**config.mk**
```make
export PLATFORM = sky130hd
export DESIGN_NAME = pmm_power_mode_manager
export DESIGN_NICKNAME = d
export VERILOG_FILES = /design/src/pkg/pmm_pkg.sv /design/src/pkg/pmm_cnt_if.sv /design/src/design/pmm_power_mode_manager.sv /design/src/design/pmm_sync.sv /design/src/design/pmm_wake_timer.sv
export SDC_FILE = /design/constraint.sdc
export NUM_CORES = 1
export LEC_CHECK = 0
export BUFFER_PORTS_ARGS = -buffer_cell sky130_fd_sc_hd__buf_2
export CAP_MARGIN = 5
export CORE_ASPECT_RATIO = 0.7
export CORE_MARGIN = 5
export CORE_UTILIZATION = 55
export DETAILED_ROUTE_END_ITERATION = 8
export GPL_TIMING_DRIVEN = 0
export PLACE_DENSITY_LB_ADDON = 0.15
export SKIP_CTS_REPAIR_TIMING = 1
export SYNTH_ARGS = -nofsm -noshare
export SYNTH_HDL_FRONTEND = slang
export SYNTH_HIERARCHICAL = 1
export SYNTH_SLANG_ARGS = --single-unit
export TNS_END_PERCENT = 10
```
**constraint.sdc**
```tcl
create_clock -name mclk_i -period 2.8 [get_ports mclk_i]
set_clock_uncertainty 0.15 [all_clocks]
set_input_delay 0.56 -clock mclk_i [delete_from_list [all_inputs] [get_ports mclk_i]]
set_output_delay 0.56 -clock mclk_i [all_outputs]
set_load 0.02 [all_outputs]
```
**src/pkg/pmm_pkg.sv**
```systemverilog
`default_nettype none
package pmm_pkg;
    // power_down_select codes
    localparam logic [2:0] PD_ACTIVE   = 3'h0;
    localparam logic [2:0] PD_DEEP     = 3'h1;
    localparam logic [2:0] PD_MEM_OFF  = 3'h2;
    localparam logic [2:0] PD_MEM_ON   = 3'h3;
    localparam logic [2:0] PD_REG_RET  = 3'h4;
    // slow_clock_control source codes that stop the slow clock except in memory retention timers on
    localparam logic [2:0] SLOW_RSVD_A = 3'h5;
    localparam logic [2:0] SLOW_RSVD_B = 3'h6;
    localparam logic [2:0] SLOW_NONE   = 3'h7;
    // core_clock_control oscillator start field: fast rc only
    localparam logic [1:0] OSC_RC_ONLY = 2'h1;
    // timing
    localparam int CLK_MHZ            = 40;
    localparam int CLK_PERIOD_NS      = 25;
    localparam int PIN_START_US       = 100;
    localparam int STANDBY_RESUME_NS  = 100;
    localparam int PIN_START_CYC      = PIN_START_US * CLK_MHZ;
    localparam int PIN_MARGIN_CYC     = 16;
    localparam int STANDBY_RESUME_CYC = STANDBY_RESUME_NS / CLK_PERIOD_NS;
    localparam int SHORT_PRESTART_CYC = 4;
    localparam int TICK_READY_CYC     = 1;
    localparam int CNT_W              = 12;
    // synchroniser bit positions
    localparam int SY_PIN   = 0;
    localparam int SY_TICK  = 1;
    localparam int SY_EARLY = 2;
    localparam int SY_CMP   = 3;
    localparam int SY_RADIO = 4;
    localparam int SY_AUX   = 5;
    localparam int SY_XTAL  = 6;
    localparam int SY_W     = 7;
    // controller states
    typedef enum logic [2:0] {
        S_ACTIVE  = 3'h0,
        S_DEEP    = 3'h1,
        S_MEM_OFF = 3'h2,
        S_MEM_ON  = 3'h3,
        S_REG_OFF = 3'h4,
        S_REG_ON  = 3'h5,
        S_STANDBY = 3'h6,
        S_WAKE    = 3'h7
    } pmm_state_type;
endpackage : pmm_pkg
`default_nettype wire

```
**src/pkg/pmm_cnt_if.sv**
```systemverilog
`default_nettype none
interface pmm_cnt_if;
    logic                     start;
    logic [pmm_pkg::CNT_W-1:0] load_val;
    logic                     done;
    modport ctrl  (output start, output load_val, input done);
    modport timer (input start, input load_val, output done);
endinterface : pmm_cnt_if
`default_nettype wire

```
**src/design/pmm_power_mode_manager.sv**
```systemverilog
`default_nettype none
module pmm_power_mode_manager (
    input  wire logic       mclk_i,
    input  wire logic       rst_i,
    input  wire logic       pd_write_i,
    input  wire logic [2:0] power_down_select_i,
    input  wire logic       standby_req_i,
    input  wire logic [2:0] slow_clock_source_i,
    input  wire logic [1:0] osc_start_sel_i,
    input  wire logic       keep_xtal_retention_i,
    input  wire logic       xtal_running_i,
    input  wire logic       wake_pin_i,
    input  wire logic       timer_tick_i,
    input  wire logic       timer_early_i,
    input  wire logic       comparator_i,
    input  wire logic       radio_interrupt_i,
    input  wire logic       auxiliary_interrupt_i,
    input  wire logic       flag_read_i,
    output logic [2:0]      mode_o,
    output logic            cpu_clock_en_o,
    output logic            system_reset_o,
    output logic            voltage_regulator_en_o,
    output logic            fast_crystal_oscillator_en_o,
    output logic            fast_rc_oscillator_en_o,
    output logic            prog_mem_pwr_o,
    output logic            register_pwr_o,
    output logic            data_mem_full_pwr_o,
    output logic            data_mem_retain_pwr_o,
    output logic            slow_clock_en_o,
    output logic            wake_pin_flag_o,
    output logic            wake_tick_flag_o,
    output logic            wake_cmp_flag_o
);
    pmm_cnt_if cnt ();

    pmm_pkg::pmm_state_type state;
    pmm_pkg::pmm_state_type next_state;
    logic [pmm_pkg::SY_W-1:0] async_in;
    logic [pmm_pkg::SY_W-1:0] sync_in;
    logic                     reset_pend;
    logic                     prestart;
    logic                     xtal_at_entry;

    assign async_in = {xtal_running_i, auxiliary_interrupt_i,
                       radio_interrupt_i, comparator_i, timer_early_i,
                       timer_tick_i, wake_pin_i};

    pmm_sync #(
        .W (pmm_pkg::SY_W)
    ) u_sync (
        .mclk_i  (mclk_i),
        .rst_i   (rst_i),
        .async_i (async_in),
        .sync_o  (sync_in)
    );

    pmm_wake_timer u_timer (
        .mclk_i (mclk_i),
        .rst_i  (rst_i),
        .cnt    (cnt)
    );

    // synchronised wake sources and crystal running status
    logic s_pin;
    logic s_tick;
    logic s_early;
    logic s_cmp;
    logic s_radio;
    logic s_aux;
    logic s_xtal;
    assign s_pin   = sync_in[pmm_pkg::SY_PIN];
    assign s_tick  = sync_in[pmm_pkg::SY_TICK];
    assign s_early = sync_in[pmm_pkg::SY_EARLY];
    assign s_cmp   = sync_in[pmm_pkg::SY_CMP];
    assign s_radio = sync_in[pmm_pkg::SY_RADIO];
    assign s_aux   = sync_in[pmm_pkg::SY_AUX];
    assign s_xtal  = sync_in[pmm_pkg::SY_XTAL];

    // timers run whenever a real slow clock source is chosen
    logic timers_on;
    assign timers_on = (slow_clock_source_i != pmm_pkg::SLOW_NONE)
                    && (slow_clock_source_i != pmm_pkg::SLOW_RSVD_A)
                    && (slow_clock_source_i != pmm_pkg::SLOW_RSVD_B);

    // power-down request decode
    logic pd_go;
    logic pd_reg;
    assign pd_go  = pd_write_i && (state == pmm_pkg::S_ACTIVE);
    assign pd_reg = power_down_select_i == pmm_pkg::PD_REG_RET;

    // wake source qualification per mode
    logic in_timed;
    logic in_pin_only;
    logic in_standby;
    assign in_timed    = (state == pmm_pkg::S_MEM_ON)
                      || (state == pmm_pkg::S_REG_ON);
    assign in_pin_only = (state == pmm_pkg::S_DEEP)
                      || (state == pmm_pkg::S_MEM_OFF)
                      || (state == pmm_pkg::S_REG_OFF);
    assign in_standby  = state == pmm_pkg::S_STANDBY;

    logic wake_by_pin;
    logic wake_by_tick;
    logic wake_by_cmp;
    logic wake_by_irq;
    logic wake_any;
    assign wake_by_pin  = s_pin && (in_timed || in_pin_only || in_standby);
    assign wake_by_tick = s_tick && (in_timed
                                     || (in_standby && timers_on));
    assign wake_by_cmp  = s_cmp && in_timed;
    assign wake_by_irq  = (s_radio || s_aux) && in_standby;
    assign wake_any     = wake_by_pin || wake_by_tick
                       || wake_by_cmp || wake_by_irq;

    // short pre-start choice for a tick wake
    logic short_pre;
    assign short_pre = (osc_start_sel_i == pmm_pkg::OSC_RC_ONLY)
                    || (state == pmm_pkg::S_REG_ON
                        && keep_xtal_retention_i
                        && xtal_at_entry);

    // wake delay chosen by cause and mode
    logic [pmm_pkg::CNT_W-1:0] wake_len;
    assign wake_len =
        in_standby ? pmm_pkg::CNT_W'(pmm_pkg::STANDBY_RESUME_CYC) :
        !wake_by_tick ? pmm_pkg::CNT_W'(pmm_pkg::PIN_START_CYC - pmm_pkg::PIN_MARGIN_CYC) :
        short_pre ? pmm_pkg::CNT_W'(pmm_pkg::SHORT_PRESTART_CYC) :
        prestart ? pmm_pkg::CNT_W'(pmm_pkg::TICK_READY_CYC) :
        pmm_pkg::CNT_W'(pmm_pkg::PIN_START_CYC - pmm_pkg::PIN_MARGIN_CYC);

    // power-down target decoded from the written code; reserved codes stay active
    pmm_pkg::pmm_state_type pd_target;
    logic                   enter_pd;
    assign pd_target =
        (power_down_select_i == pmm_pkg::PD_DEEP)    ? pmm_pkg::S_DEEP    :
        (power_down_select_i == pmm_pkg::PD_MEM_OFF) ? pmm_pkg::S_MEM_OFF :
        (power_down_select_i == pmm_pkg::PD_MEM_ON)  ? pmm_pkg::S_MEM_ON  :
        !pd_reg   ? pmm_pkg::S_ACTIVE :
        timers_on ? pmm_pkg::S_REG_ON : pmm_pkg::S_REG_OFF;
    assign enter_pd = (state == pmm_pkg::S_ACTIVE) && (next_state != pmm_pkg::S_ACTIVE);

    // timer is loaded on the wake edge, so the delay counts from there
    assign cnt.start    = wake_any;
    assign cnt.load_val = wake_len;

    // next state: power-down from active, wake from any saving mode
    always_comb begin
        next_state = state;
        unique case (state)
            pmm_pkg::S_ACTIVE: begin
                if (pd_go && (pd_target != pmm_pkg::S_ACTIVE)) begin
                    next_state = pd_target;
                end else if (standby_req_i) begin
                    next_state = pmm_pkg::S_STANDBY;
                end
            end
            pmm_pkg::S_WAKE: begin
                if (cnt.done) begin
                    next_state = pmm_pkg::S_ACTIVE;
                end
            end
            pmm_pkg::S_DEEP, pmm_pkg::S_MEM_OFF, pmm_pkg::S_MEM_ON,
            pmm_pkg::S_REG_OFF, pmm_pkg::S_REG_ON, pmm_pkg::S_STANDBY: begin
                if (wake_any) begin
                    next_state = pmm_pkg::S_WAKE;
                end
            end
        endcase
    end

    // deep sleep and memory retention lose the registers, so their wakes reset
    logic wake_resets;
    logic next_prestart;
    assign wake_resets = (state == pmm_pkg::S_DEEP)
                      || (state == pmm_pkg::S_MEM_OFF)
                      || (state == pmm_pkg::S_MEM_ON);

    // early tick warning starts regulator and crystal before the tick
    assign next_prestart = enter_pd ? 1'b0 :
                           (s_early && in_timed) ? 1'b1 :
                           (state == pmm_pkg::S_WAKE) ? 1'b0 :
                           prestart;

    // state and wake bookkeeping
    always_ff @(posedge mclk_i) begin
        if (rst_i) begin
            state         <= pmm_pkg::S_ACTIVE;
            reset_pend    <= 1'b0;
            xtal_at_entry <= 1'b0;
            prestart      <= 1'b0;
        end else begin
            state <= next_state;
            if (cnt.start) begin
                reset_pend <= wake_resets;
            end
            if (enter_pd) begin
                xtal_at_entry <= s_xtal;
            end
            prestart <= next_prestart;
        end
    end

    // power decode for the state about to be entered
    logic nx_run;
    logic nx_reg_ret;
    logic nx_mem_ret;
    logic nx_cpu;
    logic nx_voltage_regulator;
    logic nx_xtal;
    logic nx_reg;
    logic nx_dret;
    logic nx_slow;
    assign nx_run     = (next_state == pmm_pkg::S_ACTIVE)
                     || (next_state == pmm_pkg::S_STANDBY)
                     || (next_state == pmm_pkg::S_WAKE);
    assign nx_reg_ret = (next_state == pmm_pkg::S_REG_ON)
                     || (next_state == pmm_pkg::S_REG_OFF);
    assign nx_mem_ret = (next_state == pmm_pkg::S_MEM_ON)
                     || (next_state == pmm_pkg::S_MEM_OFF);
    assign nx_cpu     = next_state == pmm_pkg::S_ACTIVE;
    assign nx_voltage_regulator    = nx_run || next_prestart;
    assign nx_xtal    = nx_run || next_prestart
                     || (nx_reg_ret && keep_xtal_retention_i);
    assign nx_reg     = nx_run || nx_reg_ret;
    assign nx_dret    = nx_reg || nx_mem_ret;
    assign nx_slow    = (next_state == pmm_pkg::S_MEM_ON)
                     || (next_state == pmm_pkg::S_REG_ON)
                     || (nx_run && timers_on);

    // wake cause flags: a new wake wins over a read or an entry clear
    logic flag_clear;
    logic next_pin_flag;
    logic next_tick_flag;
    logic next_cmp_flag;
    assign flag_clear     = flag_read_i || enter_pd;
    assign next_pin_flag  = wake_by_pin || (wake_pin_flag_o && !flag_clear);
    assign next_tick_flag = wake_by_tick || (wake_tick_flag_o && !flag_clear);
    assign next_cmp_flag  = wake_by_cmp || (wake_cmp_flag_o && !flag_clear);

    // every output is a flop of the decode above
    always_ff @(posedge mclk_i) begin
        if (rst_i) begin
            mode_o                       <= 3'h0;
            cpu_clock_en_o               <= 1'b1;
            system_reset_o               <= 1'b0;
            voltage_regulator_en_o       <= 1'b1;
            fast_crystal_oscillator_en_o <= 1'b1;
            fast_rc_oscillator_en_o      <= 1'b1;
            prog_mem_pwr_o               <= 1'b1;
            register_pwr_o               <= 1'b1;
            data_mem_full_pwr_o          <= 1'b1;
            data_mem_retain_pwr_o        <= 1'b1;
            slow_clock_en_o              <= 1'b0;
            wake_pin_flag_o              <= 1'b0;
            wake_tick_flag_o             <= 1'b0;
            wake_cmp_flag_o              <= 1'b0;
        end else begin
            mode_o                       <= next_state;
            cpu_clock_en_o               <= nx_cpu;
            system_reset_o               <= (state == pmm_pkg::S_WAKE) && cnt.done && reset_pend;
            voltage_regulator_en_o       <= nx_voltage_regulator;
            fast_crystal_oscillator_en_o <= nx_xtal;
            fast_rc_oscillator_en_o      <= nx_run;
            prog_mem_pwr_o               <= nx_run;
            register_pwr_o               <= nx_reg;
            data_mem_full_pwr_o          <= nx_reg;
            data_mem_retain_pwr_o        <= nx_dret;
            slow_clock_en_o              <= nx_slow;
            wake_pin_flag_o              <= next_pin_flag;
            wake_tick_flag_o             <= next_tick_flag;
            wake_cmp_flag_o              <= next_cmp_flag;
        end
    end

    // memory retention timers-on wakes always reset the system
    property p_mem_reset;
        @(posedge mclk_i) disable iff (rst_i)
        (state == pmm_pkg::S_MEM_ON) && wake_any |=> reset_pend;
    endproperty
    a_mem_reset: assert property (p_mem_reset) else $error("memory retention wake without reset");

    // register retention wakes resume in place
    property p_reg_resume;
        @(posedge mclk_i) disable iff (rst_i)
        ((state == pmm_pkg::S_REG_ON) || (state == pmm_pkg::S_REG_OFF)) && wake_any |=> !reset_pend;
    endproperty
    a_reg_resume: assert property (p_reg_resume) else $error("register retention wake would reset");

    // timers-off register retention ignores everything but the pin
    property p_reg_off_pin;
        @(posedge mclk_i) disable iff (rst_i)
        (state == pmm_pkg::S_REG_OFF) && !s_pin |=> (state == pmm_pkg::S_REG_OFF);
    endproperty
    a_reg_off_pin: assert property (p_reg_off_pin) else $error("timers-off retention left without pin");

    // standby keeps supplies up with the processor clock stopped
    property p_standby_power;
        @(posedge mclk_i) disable iff (rst_i)
        (state == pmm_pkg::S_STANDBY) |-> !cpu_clock_en_o && voltage_regulator_en_o
                                        && fast_crystal_oscillator_en_o && prog_mem_pwr_o;
    endproperty
    a_standby_power: assert property (p_standby_power) else $error("standby power set wrong");

    // comparator alone never ends standby
    property p_standby_no_cmp;
        @(posedge mclk_i) disable iff (rst_i)
        (state == pmm_pkg::S_STANDBY) && s_cmp && !s_pin && !s_tick && !s_radio && !s_aux
        |=> (state == pmm_pkg::S_STANDBY);
    endproperty
    a_standby_no_cmp: assert property (p_standby_no_cmp) else $error("comparator woke standby");

    // standby resume is a handful of cycles
    property p_standby_resume;
        @(posedge mclk_i) disable iff (rst_i)
        (state == pmm_pkg::S_STANDBY) && wake_any |=> ##[1:8] (state == pmm_pkg::S_ACTIVE);
    endproperty
    a_standby_resume: assert property (p_standby_resume) else $error("standby resume too slow");

    // active mode has everything powered and the processor clocked
    property p_active_power;
        @(posedge mclk_i) disable iff (rst_i)
        (state == pmm_pkg::S_ACTIVE) |-> cpu_clock_en_o && register_pwr_o
                                       && data_mem_full_pwr_o && prog_mem_pwr_o;
    endproperty
    a_active_power: assert property (p_active_power) else $error("active mode not fully powered");
endmodule : pmm_power_mode_manager
`default_nettype wire

```
**src/design/pmm_sync.sv**
```systemverilog
`default_nettype none
module pmm_sync #(
    parameter int W = 1
) (
    input  wire logic         mclk_i,
    input  wire logic         rst_i,
    input  wire logic [W-1:0] async_i,
    output logic      [W-1:0] sync_o
);
    logic [W-1:0] meta;

    // two-stage synchroniser, first stage feeds only the second
    always_ff @(posedge mclk_i) begin
        if (rst_i) begin
            meta   <= '0;
            sync_o <= '0;
        end else begin
            meta   <= async_i;
            sync_o <= meta;
        end
    end
endmodule : pmm_sync
`default_nettype wire

```
**src/design/pmm_wake_timer.sv**
```systemverilog
`default_nettype none
module pmm_wake_timer (
    input  wire logic mclk_i,
    input  wire logic rst_i,
    pmm_cnt_if.timer  cnt
);
    logic [pmm_pkg::CNT_W-1:0] count;
    logic                      last;

    assign last = (count == pmm_pkg::CNT_W'(1));

    // down counter, done pulses one cycle as it expires
    always_ff @(posedge mclk_i) begin
        if (rst_i) begin
            count    <= '0;
            cnt.done <= 1'b0;
        end else if (cnt.start) begin
            count    <= cnt.load_val;
            cnt.done <= 1'b0;
        end else begin
            count    <= (count != '0) ? count - pmm_pkg::CNT_W'(1) : count;
            cnt.done <= last;
        end
    end
endmodule : pmm_wake_timer
`default_nettype wire

```
==> impl_metrics.yaml <==
logic_synthesis:
  synth_top_area_share_pct: 40.8
  synth_cell_types: 56
  synth_warnings: 6
  yosys_register_bits: 44
  synthTopCellsByArea: "dfxtp_1, nor2_1, a21oi_1"
  synth_edf_count: 0
  syn_area_per_cell_um2: 9.11
  syn_area_mm2: 0.00216
  synth_most_common_cell: "dfxtp_1"
  synth_async_sr_flop_share_pct: 0
  synth_flop_cell: "dfxtp_1"
  ys_seq_area_share_pct: 40.8
  yosysTopAreaCell: "dfxtp_1"
  synthCells: 237
  synth_common_cells: "dfxtp_1, nor2_1, a21oi_1"
sta:
  min_period_ns: 2.52
  setup_viol: 0
  finalCritPeriodShare_pct: 90.0
  finalHoldViolCount: 0
  clock.fmax_ghz: 0.397
  tightest_slew_ns: 0.550
  tns_ns: 0
  slew_headroom_pct: 63.3
  drv_slew: 0
  rsz0062_at_grt: "no"
  whs_ns: 0.287
floorplan:
  die_w_um: 84.9
  num_rows: 19
  die_h_um: 62.4
  floorplan.die_area_mm2: 0.00530
  start_util_pct: 56.1
  boundaryPins: 37
  core_mm2: 0.00385
setup_path:
  end_kind: "flop"
  critPathRequiredTime_ns: 2.87
  critPathKind: "reg -> reg"
  r2r_slack_ns: 0.28
  critical-path-max-stage-delay_ns: 0.46
  crit_slowest_cell: "dfxtp_1"
  crit_top_cell: "buf_6"
  arrival_ns: 2.59
  startpoint: "mode_o[2]"
  crit_chain: "buf_6 > nand3_2 > o221a_4 > or2_1 > buf_6 > inv_1 > clkbuf_1 > nor2_1 > a211oi_1"
  path_depth: 9
  worst-path-buf-inv: 4
  reg2reg_from: "mode_o[2]"
  crit_fanout: 10
  reg2reg_to: "u_timer/count[8]"
  r2r_cells: 9
  crit_path_end: "u_timer/count[8]"
  start_kind: "flop"
  crit_family: "buffers and inverters"
pwr:
  p_sw_uw: 866
  leakage_uw: 0.00108
  power.share.combinational_pct: 42.7
  vdd_drop_max_uv: 487
  p_clk_share_pct: 20.8
  seq_power_share_pct: 36.5
  switching_share_pct: 37.6
  power.density_mw_per_mm2: 910
  p_int_uw: 1440
cells_and_area:
  multiInputGateArea_mm2: 0.00116
  final_area_mm2: 0.00253
  area_growth_pct: 17.0
  final-seq-area_um2: 881
  antennaDiodeCount: 0
  drive_gt1_share_pct: 28.2
  utilization_pct: 65.6
  nFillCells: 364
  nets: 307
drt:
  vias_per_cell: 5.34
  topRoutingLayerUsed: "met4"
  via_count: 1793
  drt_iter0_drc: 99
  dr_wl_met3_um: 345
  wl_per_cell_um: 13.3
  antenna_left: 0
  drt_wl_total_mm: 4.47
  first_pass_iters: 4
  wirelength_met1_mm: 2.27
  drc: 0
  met2WireLength_mm: 1.79
clock_tree:
  cts_buffers: 5
  cts.sinks: 44
  cts.clk_slew.worst_paths_ns: 0.08
  max-clock-path-buffers: 2
  h-tree-depth: 2
  insertion_delay_ns: 0.30
  root_buffer: "clkbuf_8"
  cts_tree: "done"
place:
  gp_congestion: 0.883
  io_buffers: 36
  hpwl_mm: 3.35
  placed_area_mm2: 0.00242
grt:
  grt_usage_pct: 18.1
  antenna_found_initial: 0
  overflow: 0
  grt_pass1_wl_mm: 7.76
  grt_pass1_vias: 1684
  grt_start_max_net_pins: 17
outcome:
  status: "finished clean"
min_path:
  holdCritPathClass: "reg -> reg"
run:
  maxCapViolations: 0
flip-flops by register name, summed over array words and instances (netlist names), 3 cells and up:
name	flops
u_sync/sync_o	7
u_timer/count	12
mode_o	3
u_sync/meta	7
cells by family after synthesis:
kind of cell | synth area share (%)
adders and majority gates | 1.74
DFF | 40.8
AOI/OAI and AO/OA | 17.8
other | 0.174
xor gates and xnor gates | 3.65
muxes | 2.09
buffers and inverters | 5.85
and+or+nand+nor | 27.9
metal layers:
metal  vias to the layer above  GRT usage [%]
li1                        920              -
met1                       808           25.9
met2                        58           26.0
met3                         7           4.74
met4                         0           6.52
met5                         -              0
through the flow:
step | setup WS (ns) | cells | total power, uW
finish | 0.279 | 336 | 2300
global route | 0.0710 | 336 | 2460
CTS | 0.299 | 336 | 2320
detailed placement | 0.165 | 328 | 1830
global placement | 0.169 | 328 | 1810
floorplan | 0.513 | 240 | 1620
power groups by stage:
stage | clock (uW) | combinational (uW) | sequential [uW]
after detailed placement | 0 | 973 | 856
final | 479 | 982 | 841
after floorplan | 0 | 727 | 890
after global placement | 0 | 961 | 852
after CTS | 494 | 981 | 841
after global routing | 526 | 1080 | 863
cell type report:
| cell class | count | area share, % |
|---|---|---|
| Timing Repair Buffer | 36 | 7.13 |
| Clock inverter | 3 | 1.68 |
| Inverter | 8 | 1.19 |
| Clock buffer | 5 | 2.72 |
| Multi-Input combinational cell | 174 | 46.0 |
| Buffer | 14 | 3.81 |
| Sequential cell | 44 | 34.9 |
| Tap cell | 52 | 2.57 |
cell usage in the layout, fill, tap and decap left out, types with 2 or more instances in the layout:
master     n
nor4_1     6
nor3_1     6
ha_1       3
o21ai_0    3
nor3_2     2
a21oi_1   19
clkbuf_1   5
o21ai_1    2
buf_6      4
or2_1      3
a31oi_1    3
a211oi_1   4
nand2_1    8
a211oi_2   4
nand3_1    4
nand4_1    4
o211a_1    2
or3b_1     2
nor2_1    31
or4_1      2
or3_1      3
a31o_2     2
buf_4      3
xnor2_1    8
nor2b_2   10
clkbuf_8   5
conb_1     4
nor2b_1    6
and2b_1    3
nand2b_1   4
buf_2     38
and3_1     2
mux2i_1    3
inv_1      7
dfxtp_1   44
how the worst min path moves through the flow:
| stage | start | to | slack [ns] | cells after the start |
|---|---|---|---|---|
| after floorplan | u_sync/meta[4] | u_sync/sync_o[4] | 0.26 | 1 |
| after global placement | u_sync/meta[4] | u_sync/sync_o[4] | 0.27 | 1 |
| after detailed placement | u_sync/meta[4] | u_sync/sync_o[4] | 0.27 | 1 |
| after CTS | u_sync/meta[4] | u_sync/sync_o[4] | 0.29 | 1 |
| after global routing | xtal_running_i | u_sync/meta[6] | 0.30 | 2 |
| final | u_sync/meta[4] | u_sync/sync_o[4] | 0.29 | 1 |
Note: power is estimated with default switching activity, not from simulation.
